$ cat config.mk
export PLATFORM = sky130hd
export DESIGN_NAME = rsap_axis
export DESIGN_NICKNAME = d
export VERILOG_FILES = /design/src/hw/rsap_axis.v
export VERILOG_INCLUDE_DIRS = /design/src /design/src/hw
export SDC_FILE = /design/constraint.sdc
export NUM_CORES = 1
export LEC_CHECK = 0
export BUFFER_PORTS_ARGS = -buffer_cell sky130_fd_sc_hd__buf_4
export CAP_MARGIN = 10
export CELL_PAD_IN_SITES_DETAIL_PLACEMENT = 1
export CELL_PAD_IN_SITES_GLOBAL_PLACEMENT = 1
export CORE_MARGIN = 5
export CORE_UTILIZATION = 40
export DETAILED_ROUTE_END_ITERATION = 10
export GPL_ROUTABILITY_DRIVEN = 0
export PLACE_DENSITY = 0.8
export SLEW_MARGIN = 5
export SYNTH_ARGS = -nofsm -noshare
export SYNTH_HDL_FRONTEND = slang
export SYNTH_SLANG_ARGS = --single-unit
$ cat constraint.sdc
create_clock -name clk -period 34.7 [get_ports clk]
set_clock_uncertainty 0.15 [all_clocks]
set_input_delay 3.47 -clock clk [delete_from_list [all_inputs] [get_ports clk]]
set_output_delay 3.47 -clock clk [all_outputs]
set_load 0.03 [all_outputs]
$ cat src/hw/rsap_regs.vh
// parameter numbers, reset values and timing for the homing axis block
`ifndef RSAP_REGS_VH
`define RSAP_REGS_VH
`define RSAP_STALL_SPEED 8'hB5
`define RSAP_MODE 8'hC1
`define RSAP_COARSE 8'hC2
`define RSAP_FINE 8'hC3
`define RSAP_SPAN 8'hC4
`define RSAP_PREPOS 8'hC5
`define RSAP_BOOST 8'hC8
`define RSAP_FW_DELAY 8'hCC
`define RSAP_LOAD 8'hCE
`define RSAP_ERR 8'hCF
`define RSAP_MAX_DEV 8'hD4
`define RSAP_MODE_RST 8'h01
`define RSAP_COARSE_RST 32'h0000_0000
`define RSAP_FINE_RST 32'h0000_0000
`define RSAP_BOOST_RST 8'h00
`define RSAP_FW_RST 16'h0000
`define RSAP_STALL_RST 32'h0000_0000
`define RSAP_DEV_RST 32'h0000_0000
`define RSAP_INV_HOME_BIT 7
`define RSAP_RIGHT_BIT 6
`define RSAP_ERR_STALL_BIT 0
`define RSAP_ERR_DEV_BIT 1
`define RSAP_CLK_NS 5
`define RSAP_CLK_HZ 200000000
`define RSAP_TICK_NS 10000000
`endif

$ cat src/hw/rsap_axis.v
// homing state machine and axis parameter logic of a stepper axis
`timescale 1ns/10ps
`include "rsap_regs.vh"

// What this block does
// [RULE1] mode 1: seek left stop switch only
// [RULE2] mode 2: right stop, then left stop
// [RULE3] mode 3: right stop, then left both sides
// [RULE4] mode 4: left stop from both sides
// [RULE5] mode 5: home negative, reverse at left stop
// [RULE6] mode 6: home positive, reverse at right stop
// [RULE7] mode 7: home positive, ignore end switches
// [RULE8] mode 8: home negative, ignore end switches
// [RULE9] plus 128 inverts home switch polarity
// [RULE10] plus 64 uses right switch instead of left
// [RULE11] coarse phase runs at coarse search speed
// [RULE12] switching point found at fine speed
// [RULE13] modes 2/3 record distance between end switches
// [RULE14] capture position before zeroing the counter
// [RULE15] boost current drives ramps, run scaling
// [RULE16] boost zero falls back to run current
// [RULE17] cut power after freewheel delay at standstill
// [RULE18] zero freewheel delay never cuts power
// [RULE19] load measurement readable, 0 to 1023
// [RULE20] error bit0 stall, bit1 deviation
// [RULE21] errors clear on read or motion command
// [RULE22] stop on excess encoder deviation, zero disables
// [RULE23] stop on zero load above stall speed
// [RULE24] coarse to switch, fine to edge, zero
module rsap_axis #(
    parameter TICK_CYC = `RSAP_TICK_NS / `RSAP_CLK_NS
) (
    input wire clk,
    input wire sys_rst,
    input wire [7:0] par_num,
    input wire par_wr,
    input wire par_rd,
    input wire [31:0] par_wdata,
    input wire homing_command,
    input wire motion_cmd,
    input wire ext_step,
    input wire ext_dir,
    input wire [31:0] ext_vel,
    input wire ext_ramp,
    input wire [7:0] run_current,
    input wire [9:0] load_value,
    input wire [31:0] enc_pos,
    input wire stop_left,
    input wire stop_right,
    input wire home_sw,
    output reg [31:0] par_rdata_q,
    output reg par_ack_q,
    output reg [31:0] pos_q,
    output reg step_q,
    output reg dir_q,
    output reg homing_busy_q,
    output reg [7:0] coil_current_q,
    output reg power_en_q,
    output reg motor_stop_q
);

// -----------------------------------------------------------------
// constants and states
// -----------------------------------------------------------------
localparam [2:0] ST_IDLE = 3'h0;
localparam [2:0] ST_SEEK = 3'h1;
localparam [2:0] ST_EDGE = 3'h2;
localparam [2:0] ST_BACK = 3'h3;
localparam [2:0] ST_ZERO = 3'h4;
localparam [1:0] TG_LEFT = 2'h0;
localparam [1:0] TG_RIGHT = 2'h1;
localparam [1:0] TG_HOME = 2'h2;
localparam [31:0] CLK_HZ = `RSAP_CLK_HZ;

// -----------------------------------------------------------------
// pin synchronisers
// -----------------------------------------------------------------
reg [2:0] sl_q, sr_q, sh_q;
reg left_q, right_q, home_q;

// three stages, accept a change when stages two and three agree
always @(posedge clk or posedge sys_rst) begin
    if (sys_rst) begin
        sl_q <= 3'h0;
        sr_q <= 3'h0;
        sh_q <= 3'h0;
        left_q <= 1'b0;
        right_q <= 1'b0;
        home_q <= 1'b0;
    end else begin
        sl_q <= {sl_q[1:0], stop_left};
        sr_q <= {sr_q[1:0], stop_right};
        sh_q <= {sh_q[1:0], home_sw};
        if (sl_q[1] == sl_q[2]) left_q <= sl_q[2];
        if (sr_q[1] == sr_q[2]) right_q <= sr_q[2];
        if (sh_q[1] == sh_q[2]) home_q <= sh_q[2];
    end
end

// -----------------------------------------------------------------
// parameter registers
// -----------------------------------------------------------------
reg [7:0] mode_q;
reg [31:0] coarse_q, fine_q, span_q, prepos_q, stall_spd_q, max_dev_q;
reg [7:0] boost_q;
reg [15:0] fw_delay_q;
reg [1:0] err_q;

function [31:0] abs32;
    input [31:0] v;
    begin
        abs32 = v[31] ? (~v + 32'h0000_0001) : v;
    end
endfunction

wire [3:0] base_mode = mode_q[3:0];
wire inv_home = mode_q[`RSAP_INV_HOME_BIT];
wire use_right = mode_q[`RSAP_RIGHT_BIT];

// -----------------------------------------------------------------
// homing state machine
// -----------------------------------------------------------------
reg [2:0] st_q;
reg [1:0] tgt_q;
reg seek_dir_q; // 1 = positive
reg first_q; // first leg of a two-leg search
reg both_q; // approach target from both sides
reg reversed_q;
reg fine_q_sel;
reg [31:0] mark_q;
reg [31:0] acc_q;
reg hstep_d;
// [RULE9] home polarity flip
wire tgt_hit = (tgt_q == TG_HOME) ? (home_q ^ inv_home) :
    (tgt_q == TG_RIGHT) ? right_q : left_q;
wire [31:0] hspeed = fine_q_sel ? fine_q : coarse_q;
wire [32:0] acc_sum = {1'b0, acc_q} + {1'b0, hspeed};
wire acc_ovf = acc_sum >= {1'b0, CLK_HZ};
wire stop_any = motor_stop_q;
// [RULE10] swap left and right
wire [1:0] stop_tgt = use_right ? TG_RIGHT : TG_LEFT;
wire [1:0] stop_opp = use_right ? TG_LEFT : TG_RIGHT;

always @(posedge clk or posedge sys_rst) begin
    if (sys_rst) begin
        st_q <= ST_IDLE;
        tgt_q <= TG_LEFT;
        seek_dir_q <= 1'b0;
        first_q <= 1'b0;
        both_q <= 1'b0;
        reversed_q <= 1'b0;
        fine_q_sel <= 1'b0;
        mark_q <= 32'h0000_0000;
        acc_q <= 32'h0000_0000;
        homing_busy_q <= 1'b0;
        span_q <= 32'h0000_0000;
        prepos_q <= 32'h0000_0000;
    end else begin
        // step-rate accumulator, one step per overflow
        if (st_q != ST_IDLE && st_q != ST_ZERO) begin
            acc_q <= acc_ovf ? acc_sum[31:0] - CLK_HZ : acc_sum[31:0];
        end else begin
            acc_q <= 32'h0000_0000;
        end
        case (st_q)
            ST_IDLE: begin
                homing_busy_q <= 1'b0;
                fine_q_sel <= 1'b0;
                reversed_q <= 1'b0;
                if (homing_command && !stop_any) begin
                    homing_busy_q <= 1'b1;
                    st_q <= ST_SEEK;
                    first_q <= 1'b0;
                    both_q <= 1'b0;
                    tgt_q <= stop_tgt;
                    seek_dir_q <= use_right;
                    if (base_mode == 4'h2 || base_mode == 4'h3) begin
                        // [RULE2] opposite switch first
                        first_q <= 1'b1;
                        tgt_q <= stop_opp;
                        seek_dir_q <= ~use_right;
                        // [RULE3] second leg from both sides
                        both_q <= (base_mode == 4'h3);
                    end else if (base_mode == 4'h4) begin
                        // [RULE4] both sides approach
                        both_q <= 1'b1;
                    end else if (base_mode == 4'h5 || base_mode == 4'h8) begin
                        // [RULE5] [RULE8] home, negative
                        tgt_q <= TG_HOME;
                        seek_dir_q <= 1'b0;
                    end else if (base_mode == 4'h6 || base_mode == 4'h7) begin
                        // [RULE6] [RULE7] home, positive
                        tgt_q <= TG_HOME;
                        seek_dir_q <= 1'b1;
                    end
                    // [RULE1] mode 1 keeps the plain stop seek
                end
            end
            ST_SEEK: begin
                // [RULE11] coarse search speed
                fine_q_sel <= 1'b0;
                if (stop_any) begin
                    st_q <= ST_IDLE;
                end else if (tgt_hit) begin
                    // [RULE24] switch found, move to fine
                    st_q <= ST_EDGE;
                    fine_q_sel <= 1'b1;
                end else if (!reversed_q && ((base_mode == 4'h5 && left_q) ||
                        (base_mode == 4'h6 && right_q))) begin
                    // [RULE5] [RULE6] reverse at end stop
                    seek_dir_q <= ~seek_dir_q;
                    reversed_q <= 1'b1;
                end
            end
            ST_EDGE: begin
                // [RULE12] leave the switch at fine speed
                if (stop_any) begin
                    st_q <= ST_IDLE;
                end else if (!tgt_hit) begin
                    if (first_q) begin
                        // [RULE13] first end switch position
                        mark_q <= pos_q;
                        first_q <= 1'b0;
                        tgt_q <= stop_tgt;
                        seek_dir_q <= use_right;
                        st_q <= ST_SEEK;
                    end else if (both_q) begin
                        st_q <= ST_BACK;
                    end else begin
                        st_q <= ST_ZERO;
                    end
                end
            end
            ST_BACK: begin
                // [RULE12] approach again in the seek direction, still at fine speed
                if (stop_any) begin
                    st_q <= ST_IDLE;
                end else if (tgt_hit) begin
                    st_q <= ST_ZERO;
                end
            end
            default: begin
                // [RULE14] keep position before zeroing
                prepos_q <= pos_q;
                // [RULE13] span between end switches
                if (base_mode == 4'h2 || base_mode == 4'h3) begin
                    span_q <= mark_q - pos_q;
                end
                st_q <= ST_IDLE;
            end
        endcase
    end
end

// step and direction during homing; edge phase runs away from seek dir
wire hdir = (st_q == ST_EDGE) ? ~seek_dir_q : seek_dir_q;
always @* begin
    hstep_d = (st_q == ST_SEEK || st_q == ST_EDGE || st_q == ST_BACK) &&
        acc_ovf && !stop_any;
end

// -----------------------------------------------------------------
// position counter and step outputs
// -----------------------------------------------------------------
always @(posedge clk or posedge sys_rst) begin
    if (sys_rst) begin
        pos_q <= 32'h0000_0000;
        step_q <= 1'b0;
        dir_q <= 1'b0;
    end else begin
        step_q <= homing_busy_q ? hstep_d : (ext_step && !stop_any);
        dir_q <= homing_busy_q ? hdir : ext_dir;
        if (st_q == ST_ZERO) begin
            // [RULE24] zero at the switching point
            pos_q <= 32'h0000_0000;
        end else if (homing_busy_q ? hstep_d : (ext_step && !stop_any)) begin
            if (homing_busy_q ? hdir : ext_dir) begin
                pos_q <= pos_q + 32'h0000_0001;
            end else begin
                pos_q <= pos_q - 32'h0000_0001;
            end
        end
    end
end

// -----------------------------------------------------------------
// error detection and motor stop
// -----------------------------------------------------------------
wire [31:0] cur_speed = homing_busy_q ? hspeed : abs32(ext_vel);
wire [31:0] dev = abs32(pos_q - enc_pos);
// [RULE23] stall above the stop speed
wire stall_ev = (cur_speed > stall_spd_q) && (load_value == 10'h000);
// [RULE22] deviation check, zero limit disables
wire dev_ev = (max_dev_q != 32'h0000_0000) && (dev > max_dev_q);
wire err_rd = par_rd && (par_num == `RSAP_ERR);

always @(posedge clk or posedge sys_rst) begin
    if (sys_rst) begin
        err_q <= 2'h0;
        motor_stop_q <= 1'b0;
    end else begin
        // [RULE21] clear on read or motion, new event wins
        if (err_rd || motion_cmd || homing_command) begin
            err_q <= {dev_ev, stall_ev};
        end else begin
            // [RULE20] stall bit0, deviation bit1
            err_q <= err_q | {dev_ev, stall_ev};
        end
        if (stall_ev || dev_ev) begin
            motor_stop_q <= 1'b1;
        end else if (motion_cmd || homing_command) begin
            motor_stop_q <= 1'b0;
        end
    end
end

// -----------------------------------------------------------------
// current selection and freewheeling
// -----------------------------------------------------------------
reg [31:0] tick_cnt_q;
reg [15:0] still_q;
wire moving = homing_busy_q || (ext_vel != 32'h0000_0000);
wire tick = (tick_cnt_q == TICK_CYC - 1);

always @(posedge clk or posedge sys_rst) begin
    if (sys_rst) begin
        coil_current_q <= 8'h00;
        tick_cnt_q <= 32'h0000_0000;
        still_q <= 16'h0000;
        power_en_q <= 1'b1;
    end else begin
        // [RULE15] boost during ramps
        if (ext_ramp && boost_q != 8'h00) begin
            coil_current_q <= boost_q;
        end else begin
            // [RULE16] run current when boost is zero
            coil_current_q <= run_current;
        end
        tick_cnt_q <= (moving || tick) ? 32'h0000_0000 : tick_cnt_q + 32'h0000_0001;
        if (moving) begin
            still_q <= 16'h0000;
            power_en_q <= 1'b1;
        end else if (fw_delay_q == 16'h0000) begin
            // [RULE18] zero delay keeps power on
            power_en_q <= 1'b1;
        end else if (still_q >= fw_delay_q) begin
            // [RULE17] cut power after the delay
            power_en_q <= 1'b0;
        end else if (tick) begin
            still_q <= still_q + 16'h0001;
        end
    end
end

// -----------------------------------------------------------------
// parameter access by number
// -----------------------------------------------------------------
always @(posedge clk or posedge sys_rst) begin
    if (sys_rst) begin
        mode_q <= `RSAP_MODE_RST;
        coarse_q <= `RSAP_COARSE_RST;
        fine_q <= `RSAP_FINE_RST;
        boost_q <= `RSAP_BOOST_RST;
        fw_delay_q <= `RSAP_FW_RST;
        stall_spd_q <= `RSAP_STALL_RST;
        max_dev_q <= `RSAP_DEV_RST;
        par_rdata_q <= 32'h0000_0000;
        par_ack_q <= 1'b0;
    end else begin
        par_ack_q <= par_wr || par_rd;
        if (par_wr) begin
            if (par_num == `RSAP_MODE) mode_q <= par_wdata[7:0];
            else if (par_num == `RSAP_COARSE) coarse_q <= {1'b0, par_wdata[30:0]};
            else if (par_num == `RSAP_FINE) fine_q <= {1'b0, par_wdata[30:0]};
            else if (par_num == `RSAP_BOOST) boost_q <= par_wdata[7:0];
            else if (par_num == `RSAP_FW_DELAY) fw_delay_q <= par_wdata[15:0];
            else if (par_num == `RSAP_STALL_SPEED) stall_spd_q <= {1'b0, par_wdata[30:0]};
            else if (par_num == `RSAP_MAX_DEV) max_dev_q <= {1'b0, par_wdata[30:0]};
        end
        if (par_rd) begin
            if (par_num == `RSAP_MODE) par_rdata_q <= {24'h000000, mode_q};
            else if (par_num == `RSAP_COARSE) par_rdata_q <= coarse_q;
            else if (par_num == `RSAP_FINE) par_rdata_q <= fine_q;
            else if (par_num == `RSAP_SPAN) par_rdata_q <= span_q;
            else if (par_num == `RSAP_PREPOS) par_rdata_q <= prepos_q;
            else if (par_num == `RSAP_BOOST) par_rdata_q <= {24'h000000, boost_q};
            else if (par_num == `RSAP_FW_DELAY) par_rdata_q <= {16'h0000, fw_delay_q};
            // [RULE19] live load value
            else if (par_num == `RSAP_LOAD) par_rdata_q <= {22'h000000, load_value};
            else if (par_num == `RSAP_ERR) par_rdata_q <= {30'h00000000, err_q};
            else if (par_num == `RSAP_STALL_SPEED) par_rdata_q <= stall_spd_q;
            else if (par_num == `RSAP_MAX_DEV) par_rdata_q <= max_dev_q;
            else par_rdata_q <= 32'h0000_0000;
        end
    end
end

endmodule

## After elaboration in Yosys (flattened, before gate mapping)

Cells that the tools add are included.

- Flip-flop bits (word level): 434
- Input port bits: 134
- Output and inout bits: 78
- Word-level logic and storage cells: 249

- Muxes and demuxes: 85
- Add/sub/neg operators: 10
- Equal/unequal tests: 41
- Bitwise operators: 15
- $lt $le $gt $ge: 4
- Reductions and logical operators: 58

Operators by type and width:

| operator | count |
|---|---|
| 32-bit two-way mux | 14 |
| 31-bit two-way mux | 7 |
| 32-bit by 1-bit adder with 32-bit output (second input constant) | 4 |
| 8-bit equality test (second input constant) | 11 |
| 32-bit by 31-bit greater-than comparator with 1-bit output | 2 |
| 16-bit two-way mux | 4 |
| 32-bit NOT | 2 |
| 32-bit nonzero test | 2 |
| 32-bit subtractor | 2 |
| 1-bit two-way mux | 35 |
| 32-bit by 31-bit adder with 33-bit output | 1 |
| 33-bit by 28-bit greater-or-equal comparator with 1-bit output (second input constant) | 1 |
| 32-bit by 21-bit equality test with 1-bit output (second input constant) | 1 |
| 32-bit by 1-bit subtractor with 32-bit output (second input constant) | 1 |
| 32-bit by 28-bit subtractor with 32-bit output (second input constant) | 1 |
| 3-bit two-way mux | 9 |
| 4-bit AND reduction | 5 |
| 2-bit two-way mux | 9 |
| 2-bit inequality test (second input constant) | 9 |
| 16-bit by 1-bit adder with 16-bit output (second input constant) | 1 |
| 4-bit by 3-bit equality test with 1-bit output (second input constant) | 4 |
| 16-bit greater-or-equal comparator | 1 |
| 16-bit zero test | 1 |
| 8-bit AND reduction | 2 |
| other kinds (31) | 84 |

## Longest topological paths before layout

Gate-level depths: netlist (run 1).

- Depth after elaboration: 12
- Mapped depth: 29
- Mapped depth without buffers: 27

## Worst setup path before layout (run 1)

OpenSTA, ideal clock, no wires.

- Path type: input to register
- From: input enc_pos[16]
- To: register motor_stop_q
- Arrival time: 8.649 ns
- Library setup time: 0.150 ns
- Stages: 27
- Buffers on the path: 1
- Required time: 34.400 ns
- Slack: 25.751 ns
- Path through: inv_1 ha_1 a2111o_1 a31o_2 a41o_1 a221o_1 o31ai_1 a21oi_1 o21ai_0 nand2b_1 xnor2_1 clkbuf_1 o31ai_1 xnor2_1 ha_1 a21o_1 a21o_1 a21o_1 a21o_1 a21o_1 a21o_1 a21oi_1 or3_1 a31o_2 a31oi_1 a41oi_1 o311ai_0

- Word-level cells in the longest chain between the ends: 8

Ends and longest elaborated chain:

| element | line | source |
|---|---|---|
| start, declared | rsap_axis.v:47 | `input wire [31:0] enc_pos,` |
| 32-bit subtractor (*) | rsap_axis.v:290 | `wire [31:0] dev = abs32(pos_q - enc_pos);` |
| 32-bit NOT | rsap_axis.v:112 | `abs32 = v[31] ? (~v + 32'h0000_0001) : v;` |
| 32-bit by 1-bit adder with 32-bit output | rsap_axis.v:112 |  |
| 32-bit two-way mux (*) | rsap_axis.v:112 |  |
| 32-bit by 31-bit greater-than comparator with 1-bit output (*) | rsap_axis.v:294 | `wire dev_ev = (max_dev_q != 32'h0000_0000) && (dev > max_dev_q);` |
| 1-bit logical AND (*) | rsap_axis.v:294 |  |
| 1-bit logical OR (*) | rsap_axis.v:309 | `if (stall_ev \|\| dev_ev) begin` |
| 1-bit two-way mux or 2-bit nonzero test (tied branches) | n/a |  |
| end signal, assigned | rsap_axis.v:300 | `motor_stop_q <= 1'b0;` |
| end signal, assigned | rsap_axis.v:310 | `motor_stop_q <= 1'b1;` |
| end signal, assigned | rsap_axis.v:312 | `motor_stop_q <= 1'b0;` |
| end, declared | rsap_axis.v:59 | `output reg motor_stop_q` |

Every way passes the cells marked *; elsewhere a longest branch is shown, timed or not.
A chain may end at the register's enable or synchronous reset.

## Worst setup path after layout (run 1)

- From: input enc_pos[1]
- To: register motor_stop_q

Same word-level chain as after synthesis.

==> results of run 1 <==
[report_power, final]
part / total [mW] / switching, mW / internal, mW / leakage (nW)
clock: 0.571 / 0.236 / 0.335 / 0.859
combinational: 1.60 / 0.940 / 0.656 / 9.54
sequential: 0.738 / 0.121 / 0.617 / 5.41
[area by class of cell]
class	instances	area (um2)
flip-flops and latches	434	10870
clock buffers	74	1474
fillers	8411	39230
clock inverters	19	287.8
repair buffers	236	1784
multi-input cells	2455	17270
inverters	187	714.4
diodes	3	7.507
well taps	959	1200
[state kept, by name, summed over array words and instances (netlist names), 2 cells and up]
name            flops
mode_q              8
pos_q              32
max_dev_q          31
span_q             32
fine_q             31
acc_q              32
stall_spd_q        31
fw_delay_q         16
tgt_q               2
sl_q                3
coil_current_q      8
err_q               2
boost_q             8
coarse_q           31
sh_q                3
sr_q                3
tick_cnt_q         32
prepos_q           32
mark_q             32
still_q            16
st_q                3
par_rdata_q        32
[stage by stage]
step,std cells,utilization
2_1_floorplan,3202,-
3_3_place_gp,4270,0.4369
3_5_place_dp,4270,0.4369
4_1_cts,4363,0.4610
5_1_grt,4364,0.4613
6_report,4367,0.4614
[per-layer routing]
metal / wire length (um) / global-route usage / up-vias / part of all wire
met5: 25 / 0 / - / 0.00025
met4: 4278 / 0.09667 / 4 / 0.043
met3: 5890 / 0.04510 / 206 / 0.060
met2: 47190 / 0.4095 / 692 / 0.48
met1: 41530 / 0.3100 / 12880 / 0.42
li1: - / - / 11880 / -
[kinds of logic after synthesis]
kind of cell | count (synthesis) | share of synthesized area
buffers and inverters | 313 | 0.04124
AND/OR/NAND/NOR | 941 | 0.1527
adder cells (fa/ha/maj) | 213 | 0.09179
AO/OA/AOI/OAI | 852 | 0.1910
flip-flops | 434 | 0.3710
multiplexers | 236 | 0.08829
XOR/XNOR | 213 | 0.06397
[how the worst max path moves through the flow]
| stage | cells after the start | endpoint |
|---|---|---|
| 2_1_floorplan | 1 | acc_q[0] |
| 3_3_place_gp | 27 | motor_stop_q |
| 3_5_place_dp | 27 | motor_stop_q |
| 4_1_cts | 27 | motor_stop_q |
| 5_1_grt | 27 | motor_stop_q |
| 6_report | 27 | motor_stop_q |
[critical path: stages]
cell	delay [ns]
buf_4	0.08
inv_1	0.11
ha_1	0.31
nor2b_1	0.13
o21ai_0	0.12
a21oi_1	0.51
o2111ai_1	0.35
a2111oi_0	1.09
o31ai_1	0.32
a21oi_1	0.27
o21ai_0	0.11
nand2b_1	0.15
xor2_1	0.62
nor2_1	0.12
xnor2_1	0.16
ha_1	0.30
o21a_1	0.11
o21a_1	0.16
o21a_1	0.16
o21a_1	0.16
o21a_1	0.16
o21a_1	0.16
o21ai_0	0.34
a31o_2	0.23
a31oi_1	0.10
a41oi_1	0.53
o311ai_0	0.29
[placed cells by master (no fill, tap or decap), drive strengths merged, types with 18 or more instances in the layout]
| cell type | Yosys | routed |
|---|---|---|
| o31ai | 26 | 26 |
| nor4 | 32 | 32 |
| or3 | 21 | 21 |
| and2 | 20 | 20 |
| a222oi | 28 | 28 |
| and3 | 28 | 28 |
| nand2 | 307 | 307 |
| mux2i | 58 | 58 |
| clkbuf | 96 | 74 |
| nor2 | 260 | 260 |
| nand3 | 58 | 58 |
| nand2b | 30 | 30 |
| o211ai | 21 | 21 |
| o21bai | 18 | 18 |
| a31oi | 20 | 20 |
| a211oi | 33 | 33 |
| mux2 | 178 | 178 |
| o21ai | 259 | 259 |
| nor3 | 46 | 46 |
| a21oi | 179 | 179 |
| xnor2 | 120 | 120 |
| nor2b | 28 | 28 |
| buf | 30 | 236 |
| dfrtp | 432 | 432 |
| inv | 187 | 190 |
| xor2 | 93 | 93 |
| o21a | 41 | 41 |
| a21o | 96 | 96 |
| ha | 206 | 206 |
| nand4 | 42 | 42 |
==> results by group, run 1 <==
Placed design
  – Setup WS pre-CTS: 23.82 ns
  – Area after DPL: 31,820 um2
  – Port buffer count: between 200 and 250
  – Placed wire-length estimate: 74,150 um

Power
  – Pwr/cell area: 86.45 nW/um2
  – P_leak: 15.81 nW
  – Worst vdd ir: around 44 uV
  – Overall power: 2.905 mW

Setup path
  – Critical R2R Capture: motor_stop_q
  – Crit Reg-Reg Startpoint: pos_q[1]
  – Worst Path Arrival: 10.66 ns
  – CP Capture Type: flop
  – Crit path required time: 34.97 ns
  – R2R Setup Slk: approximately 27 ns
  – CP startpoint kind: primary input
  – R2R depth: 25
  – Crit Path Max Fanout: 6
  – CP Launch Point: enc_pos[1]
  – CP Class: in2reg

Yosys
  – Asr flop ratio synth: 1.000
  – Mapped Area: 29,280 um2
  – Most frequent cells after synthesis: dfrtp_1, nand2_1, nor2_1
  – Synth area leaders: dfrtp_1, ha_1, mux2_2
  – Distinct cells, synth: 95
  – Post-synth EDFFs: 0
  – Mapped Cells: ~3,200
  – Synthesized flop and latch total: 434
  – Ys flop type: dfrtp_1
  – Synthesized area per cell: 9.144 um2
  – Syn nets: 3,546
  – Most frequent cell after synthesis: dfrtp_1
  – Seq/Total Area, Yosys: 0.3710
  – Yosys top cell by area: dfrtp_1
  – Share of the synthesized area in the top cell type: 0.3692
  – YS warnings: 0

Die
  – Io pins: 212
  – Initial core utilization: 0.4020
  – Die Area: 78,710 um2
  – Core ar.: 72,830 um2
  – Die span in y: 280.6 um
  – Die Wd: roughly 280 um
  – Row cnt: 99

Timing
  – RSZ-0062 raised after global routing: no
  – Final worst slack: roughly 24 ns
  – Worst slew pin tran: 1.150 ns
  – Final worst-path cycle share: 0.2994
  – Final Max Slew Viols: 0
  – Final setup viols: 0
  – Max-slew headroom: 0.2138
  – Fmax: 96.26 MHz
  – Min cycle time layout: 10.39 ns
  – Setup TNS: 0 ns
  – Final Hold Vio Count: 0
  – Hold WS: 0.1991 ns

CTS
  – TritonCTS clock tree: done
  – Clock root buffer: clkbuf_16
  – Setup Fix Bufs, Post-CTS: 0
  – CTS clk-pin slew, worst paths: 0.06 ns
  – CTS Buf Count: 52
  – Clk Latency, worst-skew pair: ~0.64 ns
  – Post-cts sizing count: 0
  – Hold buffer count at CTS: 0
  – Clock Sinks: 434
  – H-tree lvl count: 2
  – CTS Buffer Depth: 3

Detailed routing
  – Via count: 25,670
  – DR DRC count: 0
  – Iter 0 DRT Violations: approximately 1,900
  – DR pass1 iterations: 6
  – Final wirelength: around 100,000 um
  – Post-DR wirelength/cell: 22.65 um
  – Routed Antenna Nets: 0
  – Via density: a little under 6

Job
  – Max_cap viols: 0

Hold path
  – Worst Hold Class: reg2reg
  – Hold path cells: 0
  – Worst hold path startpoint: sh_q[0]
  – Hold EP: sh_q[1]

Cells and area
  – Design Area, Final: 33,610 um2
  – P&R area growth vs syn: 14.78%
  – Layout cells sized above 1: 0.1627
  – Nets: 3,710

GRT
  – GRT overflow: 0
  – Initial antenna violation count: 6
  – Largest net degree at the start of global routing: 120
  – Vias in the first global route: 26,670
  – First-pass GRT wire length: between 150,000 and 200,000 um
  – GRT Resource Usage Total: 0.2431

Outcome
  – Status: complete, no violations
(Power assumes the default switching activity.)
==> run 2, diff against run 1 <==
Settings changed: PLACE_DENSITY 0.8 to 0.83.
Clock period 34.7 ns to 9.4 ns, I/O delays scaled along.
==> results by group, run 2 (synthesis gave the netlist of run 1 again) <==
CTS
  – Clock Sinks: 434
  – Post-cts sizing count: 0
  – Clk Latency, worst-skew pair: 0.63 ns
  – TritonCTS clock tree: done
  – H-tree lvl count: 2
  – Setup Fix Bufs, Post-CTS: 0
  – Hold buffer count at CTS: 0
  – CTS Buffer Depth: 3
  – Clock root buffer: clkbuf_16
  – CTS Buf Count: 53
  – CTS clk-pin slew, worst paths: roughly 0.06 ns

Detailed routing
  – DR pass1 iterations: 7
  – Post-DR wirelength/cell: 23.22 um
  – Final wirelength: approximately 100,000 um
  – Iter 0 DRT Violations: 2,112
  – Via count: approximately 26,000
  – Routed Antenna Nets: 0
  – Via density: 5.928
  – DR DRC count: 0

Timing
  – Final setup viols: 0
  – Final worst-path cycle share: 0.8027
  – Fmax: 132.5 MHz
  – RSZ-0062 raised after global routing: no
  – Final Hold Vio Count: 0
  – Max-slew headroom: 0.1804
  – Min cycle time layout: ~7.5 ns
  – Final worst slack: 1.854 ns
  – Setup TNS: 0 ns
  – Final Max Slew Viols: 0
  – Worst slew pin tran: 1.226 ns

GRT
  – GRT overflow: 0
  – Initial antenna violation count: 4
  – First-pass GRT wire length: 157,400 um
  – Largest net degree at the start of global routing: 154
  – GRT Resource Usage Total: 0.2501
  – Vias in the first global route: 27,190

Cells and area
  – Commonest cells after routing, fill and taps aside: dfrtp_1, nand2_1, nor2_1
  – Nets: about 3,700
  – P&R area growth vs syn: 15.38%
  – Layout cells sized above 1: 0.1637
  – Most common cell after layout, fill and taps aside: dfrtp_1

Power
  – Worst vdd ir: around 160 uV
  – P_leak: ~16 nW
  – Overall power: 10.97 mW
  – Pwr/cell area: 324.7 nW/um2

Setup path
  – CP Class: reg2reg
  – CP startpoint kind: flop
  – Largest stage delay, worst path: 1.03 ns
  – R2R depth: 25
  – Crit Path Max Fanout: 10
  – Worst path most repeated cell: o21a_1
  – Crit Reg-Reg Startpoint: pos_q[1]
  – Critical R2R Capture: motor_stop_q
  – Worst Path Arrival: slightly below 8 ns
  – CP Capture Type: flop
  – Slowest CP cell: a2111oi_0
  – R2R Setup Slk: 1.85 ns
  – Crit path required time: a little under 10 ns

Die
  – Die Area: 78,710 um2
  – Die span in y: 280.6 um
  – Core ar.: 72,830 um2
  – Row cnt: 99
  – Die Wd: ~280 um
  – Initial core utilization: 0.4020
  – Io pins: approximately 210

Hold path
  – Hold path cells: 0
  – Worst Hold Class: reg2reg
  – Worst hold path startpoint: sr_q[0]
  – Hold EP: sr_q[1]

Placed design
  – Port buffer count: 210
  – Placed wire-length estimate: approximately 75,000 um
  – Setup WS pre-CTS: 1.599 ns

Outcome
  – Status: complete, no violations

Job
  – Max_cap viols: 0
[run 2: changes by cell type in the layout (fill, tap and decap cells not counted), sizes merged]
cell	before	now
clkinvlp	2	3
clkbuf	74	76
inv	190	188
diode	3	2
buf	236	231
bufinv	5	12
[run 2: worst max-delay path: cells and delay by family (launching register included)]
family	cells	cell delay [ns]
simple gates	3	0.43
flops	1	0.56
xor+xnor	2	0.84
compound gates	18	4.71
fa+ha+maj	2	0.67
[run 2: worst max path at each step]
stage / startpoint / endpoint / slack (ns) / depth (start not counted)
final: pos_q[1] / motor_stop_q / 1.85 / 25
after floorplan: sys_rst / acc_q[0] / 2.45 / 1
after global placement: enc_pos[4] / motor_stop_q / 1.71 / 26
after detailed placement: enc_pos[4] / motor_stop_q / 1.60 / 26
after CTS: pos_q[0] / motor_stop_q / 1.96 / 26
after global routing: pos_q[0] / motor_stop_q / 1.57 / 28
[run 2: cell type report]
cell class	count	area, um2
timing repair buffer	232	1764
multi-input combinational	2455	17270
clock buffer	75	1499
fill	8377	39050
inverter	187	710.7
sequential	434	10870
clock inverter	25	464.2
tap	959	1200
antenna	2	5.005
[run 2: per-layer routing]
| layer | routed length (um) | global-route usage |
|---|---|---|
| met5 | 24 | 0 |
| met4 | 5301 | 0.1140 |
| met3 | 5980 | 0.04252 |
| met2 | 48240 | 0.4206 |
| met1 | 41890 | 0.3160 |
[run 2: per-stage QoR]
stage               std cells  instance area [um2]  hold slack (ns)    util
finish                   4369                33780           0.1958  0.4638
floorplan                3202                29280           0.1812       -
detailed placement       4266                31810           0.1856  0.4367
global placement         4266                31810           0.1846  0.4367
CTS                      4366                33770           0.1995  0.4637
global route             4367                33780           0.2028  0.4638
[run 2: report_power, final]
part	total, mW	switching (mW)	internal (mW)
clock network	2.33	0.890	1.44
registers	2.75	0.476	2.28
logic	5.88	3.46	2.42
==> run 3, diff against run 2 <==
Settings changed: PLACE_DENSITY 0.83 to 0.8.
Clock period 9.4 ns to 7 ns, I/O delays scaled along.
==> results by group, run 3 (synthesis gave the netlist of run 1 again) <==
Setup path
  – CP Capture Type: flop
  – R2R Setup Slk: roughly 0.57 ns
  – Critical R2R Capture: motor_stop_q
  – CP Launch Point: pos_q[17]
  – CP Class: reg2reg
  – Crit path required time: ~7.3 ns
  – CP startpoint kind: flop
  – R2R depth: 27
  – Worst Path Arrival: 6.73 ns
  – Crit Reg-Reg Startpoint: pos_q[17]
  – Crit Path Max Fanout: 14

Detailed routing
  – Top sig layer: met5
  – Routed Antenna Nets: 0
  – Iter 0 DRT Violations: 1,797
  – Final wirelength: slightly below 100,000 um
  – Post-DR wirelength/cell: roughly 23 um
  – DR WL met3: 5987 um
  – Metal2 WL: 47,390 um
  – DR pass1 iterations: 8
  – Via count: 25,590
  – DR DRC count: 0
  – Via density: 5.838
  – Met1 WL: between 40,000 and 50,000 um

Hold path
  – Worst Hold Class: in2reg
  – Worst hold path startpoint: home_sw
  – Hold EP: sh_q[0]
  – Hold path cells: 1

Timing
  – Worst slew pin tran: about 1.2 ns
  – Max-slew headroom: 0.1934
  – Hold WS: just over 0.05 ns
  – Fmax: 155.6 MHz
  – Final setup viols: 0
  – Final worst-path cycle share: 0.9180
  – Min cycle time layout: 6.426 ns
  – Final Max Slew Viols: 0
  – Setup TNS: 0 ns
  – RSZ-0062 raised after global routing: no
  – Final worst slack: 0.5739 ns
  – Final Hold Vio Count: 0

Cells and area
  – P&R area growth vs syn: 15.17%
  – Commonest cells after routing, fill and taps aside: dfrtp_1, nand2_1, nor2_1
  – Final Core Density: 0.4630
  – Layout cells sized above 1: 0.1669
  – Nets: 3,726
  – Most common cell after layout, fill and taps aside: dfrtp_1

Die
  – Die Area: 78,710 um2
  – Io pins: 212
  – Initial core utilization: 0.4020
  – Die span in y: around 280 um
  – Row cnt: 99
  – Die Wd: 280.6 um
  – Core ar.: 72,830 um2

Placed design
  – Placed wire-length estimate: 74,900 um
  – Setup WS pre-CTS: approximately 0.25 ns
  – Port buffer count: 210

CTS
  – Clock Sinks: about 430
  – Clk Latency, worst-skew pair: 0.63 ns
  – Clock root buffer: clkbuf_16
  – Hold buffer count at CTS: 0
  – TritonCTS clock tree: done
  – H-tree lvl count: 2
  – CTS clk-pin slew, worst paths: about 0.060 ns
  – Post-cts sizing count: 0
  – Setup Fix Bufs, Post-CTS: 0
  – CTS Buf Count: 50
  – CTS Buffer Depth: 3

Power
  – P_leak: about 16 nW
  – Overall power: 14.38 mW
  – Pwr/cell area: 426.3 nW/um2
  – Worst vdd ir: between 200 and 250 uV

GRT
  – First-pass GRT wire length: 153,900 um
  – GRT Resource Usage Total: 0.2450
  – Initial antenna violation count: 8
  – GRT overflow: 0
  – Largest net degree at the start of global routing: 171
  – Vias in the first global route: 26,940

Outcome
  – Status: complete, no violations

Job
  – Max_cap viols: 0
## run 3: cell count changes in the layout (fill, tap and decap cells not counted), moves of 2 or more
cell	delta
buf_4	+21
bufinv_16	-6
clkbuf_16	-3
buf_12	+2
clkbuf_1	-2
diode_2	+2
## run 3: how the worst max path moves through the flow
stage,to,slack [ns],cells after the start
2_1_floorplan,acc_q[0],0.29,1
3_3_place_gp,motor_stop_q,0.33,29
3_5_place_dp,motor_stop_q,0.25,29
4_1_cts,motor_stop_q,0.59,27
5_1_grt,motor_stop_q,0.05,27
6_report,motor_stop_q,0.57,27
## run 3: power breakdown
part / internal, mW / leakage, nW / switching, mW
Sequential: 3.06 / 5.41 / 0.498
Clock: 1.64 / 0.834 / 1.13
Combinational: 3.33 / 9.63 / 4.70
## run 3: critical path: stages, from the launching register on
cell and delay (ns):
dfrtp_1 0.50, ha_1 0.42, and3_1 0.21, and3_1 0.20
and2_1 0.14, o2111ai_1 0.22, a2111oi_0 0.83, o31ai_1 0.20
a21oi_1 0.20, o21ai_0 0.10, nand2b_1 0.16, xnor2_2 0.29
o31ai_1 0.21, xnor2_1 0.17, ha_1 0.30, a21o_1 0.18
a21o_1 0.17, a21o_1 0.17, a21o_1 0.17, a21o_1 0.17
a21o_1 0.16, a21oi_1 0.13, or3_1 0.11, a31o_2 0.14
a31oi_1 0.08, a41oi_1 0.21, buf_4 0.18, o311ai_0 0.11
## run 3: cell type report
class,count,area (um2)
timing repair buffer,254,1957
fill,8360,39110
clock inverter,20,280.3
tap,959,1200
antenna,4,10.01
sequential,434,10870
multi-input combinational,2455,17270
clock buffer,71,1430
inverter,187,710.7
## run 3: metal layers
layer  global-route usage  up-vias
met4               0.1050        4
met2               0.4138      706
li1                     -    11930
met5                    0        -
met3              0.04601      222
met1               0.3080    12740
## run 3: per-stage QoR
stage	cells	instance area, um2
floorplan	3202	29280
global placement	4288	31980
detailed placement	4288	31980
CTS	4379	33690
global route	4380	33710
finish	4384	33720
